**config.mk**
```make
export PLATFORM = sky130hd
export DESIGN_NAME = motor_param_set_select
export DESIGN_NICKNAME = d
export VERILOG_FILES = /design/src/rtl/param_select_pkg.sv /design/src/rtl/motor_param_set_select.sv /design/src/rtl/terminal_function_match.sv
export SDC_FILE = /design/constraint.sdc
export NUM_CORES = 1
export LEC_CHECK = 0
export BUFFER_PORTS_ARGS = -buffer_cell sky130_fd_sc_hd__buf_2
export CORE_AREA = 3 3 99 101
export CTS_CLUSTER_DIAMETER = 120
export DETAILED_ROUTE_END_ITERATION = 10
export DIE_AREA = 0 0 102 104
export PLACE_DENSITY = 0.8
export SKIP_CTS_REPAIR_TIMING = 1
export SLEW_MARGIN = 30
export SYNTH_ARGS = -nofsm -noshare
export SYNTH_HDL_FRONTEND = slang
export SYNTH_SLANG_ARGS = --single-unit
```
**constraint.sdc**
```tcl
create_clock -name clk_sys -period 2.2 [get_ports clk_sys]
set_input_delay 0.33 -clock clk_sys [delete_from_list [all_inputs] [get_ports clk_sys]]
set_output_delay 0.33 -clock clk_sys [all_outputs]
set_load 0.02 [all_outputs]
```
**src/rtl/param_select_pkg.sv**
```systemverilog
// shared constants and types for the motor parameter set and ramp selection logic
package param_select_pkg;

  ////////////////////////////////////////////////////////////////////////////////
  // sizes
  localparam int NUM_INPUTS = 6;
  localparam int CFG_W = 8;
  localparam int TIME_W = 16;
  localparam int MOTOR_W = 32;

  ////////////////////////////////////////////////////////////////////////////////
  // input terminal function codes and ramp method codes
  localparam logic [CFG_W-1:0] FN_SECOND_MOTOR_SELECT = 8'h08;
  localparam logic [CFG_W-1:0] FN_TWO_STAGE_RAMP_SELECT = 8'h09;
  localparam logic [CFG_W-1:0] RAMP_METHOD_TERMINAL = 8'h00;

  ////////////////////////////////////////////////////////////////////////////////
  // reset values of the registered selection
  localparam logic [MOTOR_W-1:0] MOTOR_PARAMS_RESET = 32'h0000_0000;
  localparam logic [TIME_W-1:0] RAMP_TIME_RESET = 16'h0000;

  ////////////////////////////////////////////////////////////////////////////////
  // types
  typedef logic [NUM_INPUTS-1:0][CFG_W-1:0] cfg_array_t;

  typedef struct packed {
    logic [TIME_W-1:0] accel;
    logic [TIME_W-1:0] decel;
  } ramp_times_s;

  // gray codes around the primary -> pending -> alternate -> pending loop
  typedef enum logic [1:0] {
    ST_PRIMARY = 2'b00,
    ST_PEND_ALT = 2'b01,
    ST_ALT = 2'b11,
    ST_PEND_PRIMARY = 2'b10
  } motor_state_e;

  typedef struct packed {
    motor_state_e mstate;
    logic alt_motor;
    logic second_ramp;
    logic [MOTOR_W-1:0] motor_params;
    ramp_times_s ramp;
  } sel_state_s;

endpackage

```
**src/rtl/motor_param_set_select.sv**
```systemverilog
// selects motor parameter set and ramp times from terminal functions
`timescale 1ns/1ps
// What this block does
// - second-motor input on selects the alternate motor parameter set.
// - second-motor input off returns to the primary motor parameter set.
// - second-motor input changes while running wait until the drive stops.
// - two-stage ramp input on selects second accel and decel times.
// - two-stage ramp input off selects first accel and decel times.
// - two-stage ramp input switches the ramp at once, even mid-ramp.
// - two-stage ramp input only counts when ramp method is terminal code.
// - any of the six terminals may carry either selection function.
module motor_param_set_select
  import param_select_pkg::*;
(
  input wire logic clk_sys, // control clock, 50 MHz
  input wire logic sys_rst, // synchronous reset, active high
  input wire logic [param_select_pkg::NUM_INPUTS-1:0] terminal_in, // contact levels, high is on
  input wire param_select_pkg::cfg_array_t input_function_cfg, // function per terminal, one to six
  input wire logic drive_running, // high while the drive is not stopped
  input wire logic [param_select_pkg::CFG_W-1:0] second_ramp_method, // second-stage ramp method
  input wire param_select_pkg::ramp_times_s ramp_times_first, // accel_time_first, decel_time_first
  input wire param_select_pkg::ramp_times_s ramp_times_second, // accel_time_second, decel_time_second
  input wire logic [param_select_pkg::MOTOR_W-1:0] motor_primary_params, // primary motor set
  input wire logic [param_select_pkg::MOTOR_W-1:0] motor_alt_params, // alternate motor set
  output logic use_alt_motor, // alternate motor set in force
  output logic [param_select_pkg::MOTOR_W-1:0] active_motor_params, // set seen by the generator
  output logic second_ramp_active, // second ramp times in force
  output param_select_pkg::ramp_times_s active_ramp_times // ramp times seen by the generator
);

  sel_state_s q;
  sel_state_s d;
  logic motor_hit;
  logic ramp_hit;
  logic ramp_req;
  logic next_alt;

  ////////////////////////////////////////////////////////////////////////////////
  // terminal function decoding

  // second motor selection may sit on any terminal
  terminal_function_match u_motor_match (
    .clk_sys(clk_sys),
    .sys_rst(sys_rst),
    .terminal_in(terminal_in),
    .function_cfg(input_function_cfg),
    .function_code(FN_SECOND_MOTOR_SELECT),
    .hit(motor_hit)
  );

  // two-stage ramp selection may sit on any terminal as well
  terminal_function_match u_ramp_match (
    .clk_sys(clk_sys),
    .sys_rst(sys_rst),
    .terminal_in(terminal_in),
    .function_cfg(input_function_cfg),
    .function_code(FN_TWO_STAGE_RAMP_SELECT),
    .hit(ramp_hit)
  );

  // other ramp methods own the switchover, so the terminal is ignored then
  assign ramp_req = ramp_hit && (second_ramp_method == RAMP_METHOD_TERMINAL);

  ////////////////////////////////////////////////////////////////////////////////
  // next state

  // motor set only moves while stopped; ramp set follows the input every cycle
  always_comb
  begin
    d = q;
    next_alt = 1'b0;
    unique case (q.mstate)
      ST_PRIMARY:
      begin
        if (motor_hit)
        begin
          d.mstate = drive_running ? ST_PEND_ALT : ST_ALT;
        end
      end
      ST_PEND_ALT:
      begin
        // input dropped again before stop: nothing to apply
        if (!motor_hit)
        begin
          d.mstate = ST_PRIMARY;
        end
        else if (!drive_running)
        begin
          d.mstate = ST_ALT;
        end
      end
      ST_ALT:
      begin
        if (!motor_hit)
        begin
          d.mstate = drive_running ? ST_PEND_PRIMARY : ST_PRIMARY;
        end
      end
      ST_PEND_PRIMARY:
      begin
        if (motor_hit)
        begin
          d.mstate = ST_ALT;
        end
        else if (!drive_running)
        begin
          d.mstate = ST_PRIMARY;
        end
      end
    endcase
    // pending states keep the set that was in force when running began
    next_alt = (d.mstate == ST_ALT) || (d.mstate == ST_PEND_PRIMARY);
    d.alt_motor = next_alt;
    d.motor_params = next_alt ? motor_alt_params : motor_primary_params;
    // no wait for the ramp to finish: the rate changes on the next edge
    d.second_ramp = ramp_req;
    d.ramp = ramp_req ? ramp_times_second : ramp_times_first;
  end

  ////////////////////////////////////////////////////////////////////////////////
  // state register

  // one register for everything, so the generator never sees a half switch
  always_ff @(posedge clk_sys)
  begin
    if (sys_rst)
    begin
      q.mstate <= ST_PRIMARY;
      q.alt_motor <= 1'b0;
      q.second_ramp <= 1'b0;
      q.motor_params <= MOTOR_PARAMS_RESET;
      q.ramp.accel <= RAMP_TIME_RESET;
      q.ramp.decel <= RAMP_TIME_RESET;
    end
    else
    begin
      q <= d;
    end
  end

  // outputs straight from the state register
  assign use_alt_motor = q.alt_motor;
  assign active_motor_params = q.motor_params;
  assign second_ramp_active = q.second_ramp;
  assign active_ramp_times = q.ramp;

  ////////////////////////////////////////////////////////////////////////////////
  // checks

  property p_alt_when_stopped;
    @(posedge clk_sys) disable iff (sys_rst)
    (!drive_running && motor_hit) |=> use_alt_motor;
  endproperty
  a_alt_when_stopped: assert property (p_alt_when_stopped) else $error("alternate set not taken");

  property p_primary_when_stopped;
    @(posedge clk_sys) disable iff (sys_rst)
    (!drive_running && !motor_hit) |=> !use_alt_motor;
  endproperty
  a_primary_when_stopped: assert property (p_primary_when_stopped) else $error("primary set not restored");

  property p_hold_while_running;
    @(posedge clk_sys) disable iff (sys_rst)
    (drive_running && $past(drive_running)) |=> $stable(use_alt_motor);
  endproperty
  a_hold_while_running: assert property (p_hold_while_running) else $error("motor set changed in run");

  property p_pending_applies_at_stop;
    @(posedge clk_sys) disable iff (sys_rst)
    (drive_running && motor_hit && !use_alt_motor) ##1 (!drive_running && motor_hit) |=> use_alt_motor;
  endproperty
  a_pending_applies_at_stop: assert property (p_pending_applies_at_stop) else $error("deferred change lost");

  property p_second_ramp;
    @(posedge clk_sys) disable iff (sys_rst)
    ramp_req |=> second_ramp_active && active_ramp_times == $past(ramp_times_second);
  endproperty
  a_second_ramp: assert property (p_second_ramp) else $error("second ramp times not used");

  property p_first_ramp;
    @(posedge clk_sys) disable iff (sys_rst)
    !ramp_hit |=> !second_ramp_active && active_ramp_times == $past(ramp_times_first);
  endproperty
  a_first_ramp: assert property (p_first_ramp) else $error("first ramp times not used");

  property p_switch_mid_ramp;
    @(posedge clk_sys) disable iff (sys_rst)
    (drive_running && ramp_req && !second_ramp_active) |=> second_ramp_active;
  endproperty
  a_switch_mid_ramp: assert property (p_switch_mid_ramp) else $error("ramp switch waited");

  property p_method_gate;
    @(posedge clk_sys) disable iff (sys_rst)
    (second_ramp_method != RAMP_METHOD_TERMINAL) |=> !second_ramp_active;
  endproperty
  a_method_gate: assert property (p_method_gate) else $error("terminal ramp used with other method");

  property p_set_consistent;
    @(posedge clk_sys) disable iff (sys_rst)
    1'b1 |=> active_motor_params == (use_alt_motor ? $past(motor_alt_params) : $past(motor_primary_params));
  endproperty
  a_set_consistent: assert property (p_set_consistent) else $error("motor set and flag disagree");

endmodule

```
**src/rtl/terminal_function_match.sv**
```systemverilog
// finds whether any input terminal assigned a given function is on
`timescale 1ns/1ps
module terminal_function_match
  import param_select_pkg::*;
(
  input wire logic clk_sys, // control clock
  input wire logic sys_rst, // synchronous reset, active high
  input wire logic [param_select_pkg::NUM_INPUTS-1:0] terminal_in, // contact levels, high is on
  input wire param_select_pkg::cfg_array_t function_cfg, // function code per terminal
  input wire logic [param_select_pkg::CFG_W-1:0] function_code, // function looked for
  output logic hit // some terminal with that function is on
);

  logic [NUM_INPUTS-1:0] match;

  ////////////////////////////////////////////////////////////////////////////////
  // every terminal can carry the function, so all six are compared
  genvar gi;
  generate
    for (gi = 0; gi < NUM_INPUTS; gi++)
    begin : g_term
      assign match[gi] = terminal_in[gi] && (function_cfg[gi] == function_code);
    end
  endgenerate

  // two terminals on the same function simply or together
  assign hit = |match;

  property p_hit_from_terminal;
    @(posedge clk_sys) disable iff (sys_rst)
    (terminal_in[NUM_INPUTS-1] && function_cfg[NUM_INPUTS-1] == function_code) |-> hit;
  endproperty
  a_hit_from_terminal: assert property (p_hit_from_terminal) else $error("last terminal function ignored");

endmodule

```
==> results of run 1 <==
[registers in the layout, summed over array words and instances, names as in the netlist]
register / flops
active_motor_params: 32
active_ramp_times: 32
q: 1
second_ramp_active: 1
use_alt_motor: 1
[critical path: cells and delay by family]
kind,cells,cell delay [ns]
buf+inv,3,0.52
mux,1,0.23
compound gates,2,0.36
simple gates,2,0.39
[path summary, 6_finish.rpt]
kind / startpoint / end / slack, ns / depth (start not counted)
setup reg to reg: q[67] / active_motor_params[21] / 1.06 / 4
setup / recovery: input_function_cfg[1] / active_motor_params[21] / 0.60 / 8
hold reg to reg: q[67] / use_alt_motor / 0.73 / 3
hold / removal: motor_primary_params[6] / active_motor_params[6] / 0.25 / 3
[synth_stat cells (all sizes together)]
cell type	count	area, um^2
buf	71	597
dfxtp	67	1340
clkbuf	14	52.6
mux2i	64	641
nor4	3	18.8
and3	3	18.8
o22ai	3	18.8
nand2b	129	807
a31oi	4	40.0
o41a	1	11.3
nand2	7	26.3
nor2b	3	18.8
nor4bb	1	10.0
nor4b	10	150
[routing by layer]
metal  vias to the layer above  GRT usage, %  share of wire, %
li1                       1552             -                 -
met1                      1371          19.8                40
met2                       138          28.7                50
met3                        20          4.56               8.3
met4                         0          6.84               2.3
met5                         -             0                 0
[final cells by class]
type,count,area [um^2],area share [%]
Timing Repair Buffer,263,1370,28.4
Clock inverter,5,77.6,1.61
Sequential cell,67,1340,27.8
Multi-Input combinational cell,228,1760,36.6
Tap cell,111,139,2.88
Clock buffer,11,131,2.73
[per-stage QoR]
stage | instance area, um^2 | std cells | setup slack [ns]
detailed placement | 4610 | 669 | 0.229
global placement | 4610 | 669 | 0.354
CTS | 4820 | 685 | 0.593
floorplan | 3750 | 380 | 0.613
global route | 4820 | 685 | 0.476
finish | 4820 | 685 | 0.595
[cell families after synthesis]
logic type	synth area share (%)
simple gates	28.0
flops	35.8
mux	17.1
compound gates	1.87
buf+inv	17.3
[power groups by stage]
stage	logic [uW]	registers [uW]	clock network, uW
3_5_place_dp	580	1340	0
2_1_floorplan	409	1340	0
5_1_grt	630	1320	1190
4_1_cts	582	1310	1140
6_report	575	1310	1090
3_3_place_gp	566	1340	0
==> metrics.txt, run 1 <==
# TYPE chip_impl_metric gauge
chip_impl_metric{name="worst_skew_pair.late_latency",unit="ns"} 0.33
chip_impl_metric{name="syn_inst",unit=""} 380
chip_impl_metric{name="tritoncts_num_sinks",unit=""} 67
chip_impl_metric{name="grt_antenna_before_repair",unit=""} 0
chip_impl_metric{name="synth.cell_area",unit="mm^2"} 0.00375
chip_impl_info{name="crit_chain",value="buf_2, nor4bb_1, buf_4, nand2_1, o22ai_1, o41a_2, buf_12, mux2i_1"} 1
chip_impl_metric{name="finalWorstPathRequiredPeriod",unit="ns"} 1.60
chip_impl_metric{name="die-area",unit="mm^2"} 0.0106
chip_impl_metric{name="drtPass1Iterations",unit=""} 4
chip_impl_metric{name="synth.lib_cells_used.distinct",unit=""} 18
chip_impl_metric{name="grt_max_degree",unit=""} 132
chip_impl_metric{name="fillers",unit=""} 858
chip_impl_metric{name="worst-path-max-fanout",unit=""} 32
chip_impl_info{name="layout_commonest_cell",value="buf_2"} 1
chip_impl_metric{name="timing.final.max_slew_violations",unit=""} 0
chip_impl_metric{name="grt_usage",unit="%"} 16.9
chip_impl_metric{name="slew-limit-headroom",unit="%"} 75.3
chip_impl_info{name="worstHoldPathType",value="in2reg"} 1
chip_impl_info{name="grt_setup_unrepaired",value="no"} 1
chip_impl_metric{name="route.detailed.wl_per_inst",unit="um"} 13.8
chip_impl_metric{name="global_route_wire_length_before_repair",unit="mm"} 14.2
chip_impl_metric{name="numCtsBuffers",unit=""} 9
chip_impl_metric{name="cell_internal_pwr",unit="uW"} 2220
chip_impl_metric{name="vdd.ir_drop.worst",unit="mV"} 0.316
chip_impl_metric{name="final_nets",unit=""} 762
chip_impl_metric{name="drive_gt1_share",unit="%"} 50.3
chip_impl_metric{name="synth_warnings",unit=""} 0
chip_impl_metric{name="final-setup-viol-count",unit=""} 0
chip_impl_metric{name="cp.required",unit="ns"} 2.45
chip_impl_metric{name="ctsLongestPathBuffers",unit=""} 2
chip_impl_metric{name="grt_pass1_vias",unit=""} 2997
chip_impl_metric{name="fin_skew",unit="ns"} 0.00499
chip_impl_metric{name="cap_viol_max_count",unit=""} 0
chip_impl_metric{name="globalplace.congestion",unit=""} 0.906
chip_impl_metric{name="maxClockFrequency",unit="GHz"} 0.623
chip_impl_metric{name="areal_power_density_over_the_cells",unit="mW/mm^2"} 618
chip_impl_metric{name="cp.arrival",unit="ns"} 1.86
chip_impl_metric{name="num_antenna_cells",unit=""} 0
chip_impl_metric{name="report.final.hold_viol_count",unit=""} 0
chip_impl_metric{name="total_switching_power",unit="uW"} 761
chip_impl_metric{name="design_power_total",unit="uW"} 2980
chip_impl_metric{name="io_pins",unit=""} 259
chip_impl_info{name="crit_type",value="in2reg"} 1
chip_impl_metric{name="max_slew.worst_pin.slew",unit="ns"} 0.370
chip_impl_metric{name="initial_utilization",unit="%"} 41.2
chip_impl_metric{name="critPathMaxStageDelay",unit="ns"} 0.35
chip_impl_metric{name="place.port_buffers",unit=""} 258
chip_impl_metric{name="core.rowCount",unit=""} 35
chip_impl_metric{name="power.leakage",unit="uW"} 0.00233
chip_impl_metric{name="detail-route-antenna-nets",unit=""} 0
chip_impl_metric{name="route.detailed.vias_per_inst",unit=""} 4.50
chip_impl_metric{name="areaGrowthSynthToFinish",unit="%"} 28.4
chip_impl_metric{name="hpwl",unit="mm"} 7.55
chip_impl_info{name="critical_path_slowest_stage_cell",value="nor4bb_1"} 1
chip_impl_metric{name="share_comb_of_total_power",unit="%"} 19.3
chip_impl_metric{name="fp.coreArea",unit="mm^2"} 0.00911
chip_impl_metric{name="grt_remaining_overflow",unit=""} 0
chip_impl_metric{name="hold-worst-slack",unit="ns"} 0.249
chip_impl_metric{name="clk_pin_slew_worst_paths",unit="ns"} 0.07
chip_impl_metric{name="synth-seq-area-share",unit="%"} 35.8
chip_impl_metric{name="postRouteWirelength",unit="mm"} 9.47
chip_impl_metric{name="postSynthNetCount",unit=""} 573
chip_impl_metric{name="layout_worst_path_cycle_share",unit="%"} 72.9
chip_impl_metric{name="sequentialPowerShare",unit="%"} 44.0
chip_impl_metric{name="die_y",unit="um"} 104
chip_impl_info{name="start_kind",value="input pin"} 1
chip_impl_metric{name="drc_marker_count_from_the_first_detailed_route_iteration",unit=""} 58
chip_impl_metric{name="die_width",unit="um"} 102
chip_impl_metric{name="power.clock.fraction",unit="%"} 36.7
chip_impl_info{name="clockRootBuffer",value="clkbuf_8"} 1
chip_impl_metric{name="total_via_count_in_the_routed_design",unit=""} 3081
chip_impl_info{name="cts_tree",value="done"} 1
chip_impl_metric{name="fin_tns_setup",unit="ns"} 0
chip_impl_info{name="final_cell_mix",value="258 x buf_2, 129 x nand2b_1, 67 x dfxtp_1, 64 x mux2i_1, 10 x nor4b_2"} 1
chip_impl_info{name="end_kind",value="register"} 1
chip_impl_metric{name="sw_frac_of_total",unit="%"} 25.6
chip_impl_metric{name="drc_errors",unit=""} 0
chip_impl_metric{name="synth.avg_cell_area",unit="um^2"} 9.87
chip_impl_metric{name="htree_depth",unit=""} 3
chip_impl_info{name="run_status",value="finished clean"} 1
chip_impl_metric{name="ys_ff_latch",unit=""} 67
chip_impl_metric{name="post-route-util",unit="%"} 52.9
No activity file was read; power rests on OpenSTA's default activity.
==> run 2, diff against run 1 <==
--- a/config.mk
+++ b/config.mk
@@ -6,11 +6,11 @@
 export NUM_CORES = 1
 export LEC_CHECK = 0
 export BUFFER_PORTS_ARGS = -buffer_cell sky130_fd_sc_hd__buf_2
-export CORE_AREA = 3 3 99 101
+export CORE_AREA = 3 3 104 106
 export CTS_CLUSTER_DIAMETER = 120
 export DETAILED_ROUTE_END_ITERATION = 10
-export DIE_AREA = 0 0 102 104
-export PLACE_DENSITY = 0.8
+export DIE_AREA = 0 0 107 109
+export PLACE_DENSITY = 0.76
 export SKIP_CTS_REPAIR_TIMING = 1
 export SLEW_MARGIN = 30
 export SYNTH_ARGS = -nofsm -noshare
==> constraint.sdc (replaced) <==
create_clock -name clk_sys -period 1.4 [get_ports clk_sys]
set_input_delay 0.21 -clock clk_sys [delete_from_list [all_inputs] [get_ports clk_sys]]
set_output_delay 0.21 -clock clk_sys [all_outputs]
set_load 0.02 [all_outputs]
==> run 2 against run 1 <==
Global-route usage decreased by 0.55 points. Setup slack worse by 0.58 ns. Flip-flop and latch count unchanged. Cell count grew 4.4%. Largest power group unchanged. Sequential share of layout area shrank 1.5 points.
==> metrics.txt, run 2 (synthesized netlist as in run 1, its figures left out) <==
# TYPE chip_impl_metric gauge
chip_impl_info{name="worstHoldPathType",value="in2reg"} 1
chip_impl_metric{name="detail-route-antenna-nets",unit=""} 0
chip_impl_metric{name="areaGrowthSynthToFinish",unit="%"} 35.5
chip_impl_metric{name="globalplace.congestion",unit=""} 0.888
chip_impl_metric{name="num_antenna_cells",unit=""} 0
chip_impl_metric{name="clk_pin_slew_worst_paths",unit="ns"} 0.07
chip_impl_metric{name="die-area",unit="mm^2"} 0.0117
chip_impl_metric{name="cap_viol_max_count",unit=""} 0
chip_impl_metric{name="drive_gt1_share",unit="%"} 51.9
chip_impl_metric{name="final_nets",unit=""} 770
chip_impl_metric{name="drc_errors",unit=""} 0
chip_impl_info{name="start_kind",value="input pin"} 1
chip_impl_metric{name="fp.coreArea",unit="mm^2"} 0.00986
chip_impl_info{name="clockRootBuffer",value="clkbuf_8"} 1
chip_impl_metric{name="post-route-worst-setup-slack",unit="ns"} 0.0137
chip_impl_metric{name="slew-limit-headroom",unit="%"} 78.6
chip_impl_metric{name="grt_antenna_before_repair",unit=""} 0
chip_impl_info{name="holdCritStartpoint",value="motor_primary_params[9]"} 1
chip_impl_metric{name="post-route-util",unit="%"} 51.5
chip_impl_metric{name="worst-path-max-fanout",unit=""} 6
chip_impl_metric{name="hpwl",unit="mm"} 8.00
chip_impl_metric{name="place.port_buffers",unit=""} 258
chip_impl_metric{name="grt_pass1_vias",unit=""} 3177
chip_impl_metric{name="fin_skew",unit="ns"} 0.00630
chip_impl_metric{name="report.final.hold_viol_count",unit=""} 0
chip_impl_metric{name="die_y",unit="um"} 109
chip_impl_metric{name="core.rowCount",unit=""} 36
chip_impl_metric{name="fin_tns_setup",unit="ns"} 0
chip_impl_metric{name="worst_skew_pair.late_latency",unit="ns"} 0.33
chip_impl_metric{name="route.detailed.wl_per_inst",unit="um"} 13.9
chip_impl_metric{name="post-route-cell-area",unit="mm^2"} 0.00508
chip_impl_metric{name="areal_power_density_over_the_cells",unit="mW/mm^2"} 927
chip_impl_metric{name="route.detailed.vias_per_inst",unit=""} 4.38
chip_impl_metric{name="htree_depth",unit=""} 3
chip_impl_metric{name="layout_worst_path_cycle_share",unit="%"} 99.0
chip_impl_metric{name="grt_usage",unit="%"} 16.3
chip_impl_info{name="hold_end",value="active_motor_params[9]"} 1
chip_impl_info{name="setup.worst_path.start",value="input_function_cfg[41]"} 1
chip_impl_info{name="cts_tree",value="done"} 1
chip_impl_metric{name="maxClockFrequency",unit="GHz"} 0.721
chip_impl_metric{name="postRouteWirelength",unit="mm"} 9.96
chip_impl_metric{name="tritoncts_num_sinks",unit=""} 67
chip_impl_info{name="rr_startpoint",value="q[67]"} 1
chip_impl_info{name="crit_type",value="in2reg"} 1
chip_impl_metric{name="total_via_count_in_the_routed_design",unit=""} 3129
chip_impl_info{name="grt_setup_unrepaired",value="yes"} 1
chip_impl_metric{name="drtPass1Iterations",unit=""} 4
chip_impl_metric{name="die_width",unit="um"} 107
chip_impl_info{name="final_cell_mix",value="258 x buf_2, 129 x nand2b_1, 67 x dfxtp_1, 63 x mux2i_1, 9 x clkbuf_8"} 1
chip_impl_metric{name="power.leakage",unit="uW"} 0.00244
chip_impl_metric{name="numCtsBuffers",unit=""} 9
chip_impl_metric{name="grt_max_degree",unit=""} 72
chip_impl_metric{name="grt_remaining_overflow",unit=""} 0
chip_impl_info{name="run_status",value="finished clean"} 1
chip_impl_metric{name="vdd.ir_drop.worst",unit="mV"} 0.405
chip_impl_metric{name="finalWorstPathRequiredPeriod",unit="ns"} 1.39
chip_impl_metric{name="cp.required",unit="ns"} 1.65
chip_impl_info{name="end_kind",value="register"} 1
chip_impl_metric{name="global_route_wire_length_before_repair",unit="mm"} 15.1
chip_impl_metric{name="holdPathStages",unit=""} 3
chip_impl_metric{name="place_area",unit="mm^2"} 0.00471
chip_impl_info{name="layout_commonest_cell",value="buf_2"} 1
chip_impl_info{name="reg2reg_to",value="active_motor_params[4]"} 1
chip_impl_metric{name="pre_cts_ws",unit="ns"} -0.355
chip_impl_metric{name="max_slew.worst_pin.slew",unit="ns"} 0.317
chip_impl_metric{name="design_power_total",unit="uW"} 4710
chip_impl_metric{name="cp.arrival",unit="ns"} 1.63
chip_impl_metric{name="initial_utilization",unit="%"} 38.0
chip_impl_metric{name="timing.final.max_slew_violations",unit=""} 0
chip_impl_metric{name="ctsLongestPathBuffers",unit=""} 2
chip_impl_metric{name="drc_marker_count_from_the_first_detailed_route_iteration",unit=""} 91
chip_impl_metric{name="final-setup-viol-count",unit=""} 0
chip_impl_metric{name="io_pins",unit=""} 259
chip_impl_metric{name="regToRegSetupSlack",unit="ns"} 0.26
chip_impl_metric{name="rr_worst_depth",unit=""} 4
-- run 2: changes by cell type in the layout (fill, tap and decap cells not counted), sizes merged --
cell,previous run,this run
clkbuf,11,14
buf,263,268
-- run 2: area by class of cell --
cell class                 instances  area [um^2]
fill                             893         4780
multi-input combinational        228         1850
timing repair buffer             271         1520
sequential                        67         1340
tap                              133          166
clock buffer                      11          131
clock inverter                     5         77.6
-- run 2: metal layers --
layer,wire [um],share of wire (%),up-vias,global-route usage (%)
met2,4930,50,137,27.7
met5,0,0,-,0
met3,809,8.1,13,5.39
met4,146,1.5,0,5.21
met1,4070,41,1406,19.6
li1,-,-,1573,-
-- run 2: worst max-delay path by stage --
| stage | to | slack [ns] | depth (start not counted) |
|---|---|---|---|
| floorplan | active_ramp_times[0] | -0.05 | 6 |
| global placement | active_ramp_times[3] | -0.29 | 7 |
| detailed placement | active_ramp_times[3] | -0.35 | 7 |
| CTS | active_ramp_times[3] | 0.002 | 7 |
| global route | active_ramp_times[3] | -0.02 | 8 |
| finish | active_ramp_times[3] | 0.01 | 8 |
-- run 2: report_power, final --
group          total [uW]  internal (uW)  leakage [uW]  switching, uW
sequential           2060           2030      0.000558           35.3
combinational         950            485       0.00177            465
clock                1700            998      0.000103            699
-- run 2: per-stage QoR --
stage	std cells	hold WS, ns
global route	715	0.113
global placement	695	0.466
detailed placement	695	0.475
CTS	711	0.103
finish	715	0.127
floorplan	380	0.362
-- run 2: worst max-delay path: stages --
cell and delay, ns:
buf_2 0.10, nor4b_2 0.32, buf_4 0.17, a31oi_2 0.11, a31oi_4 0.22, buf_12 0.15
buf_12 0.13, mux2i_2 0.22
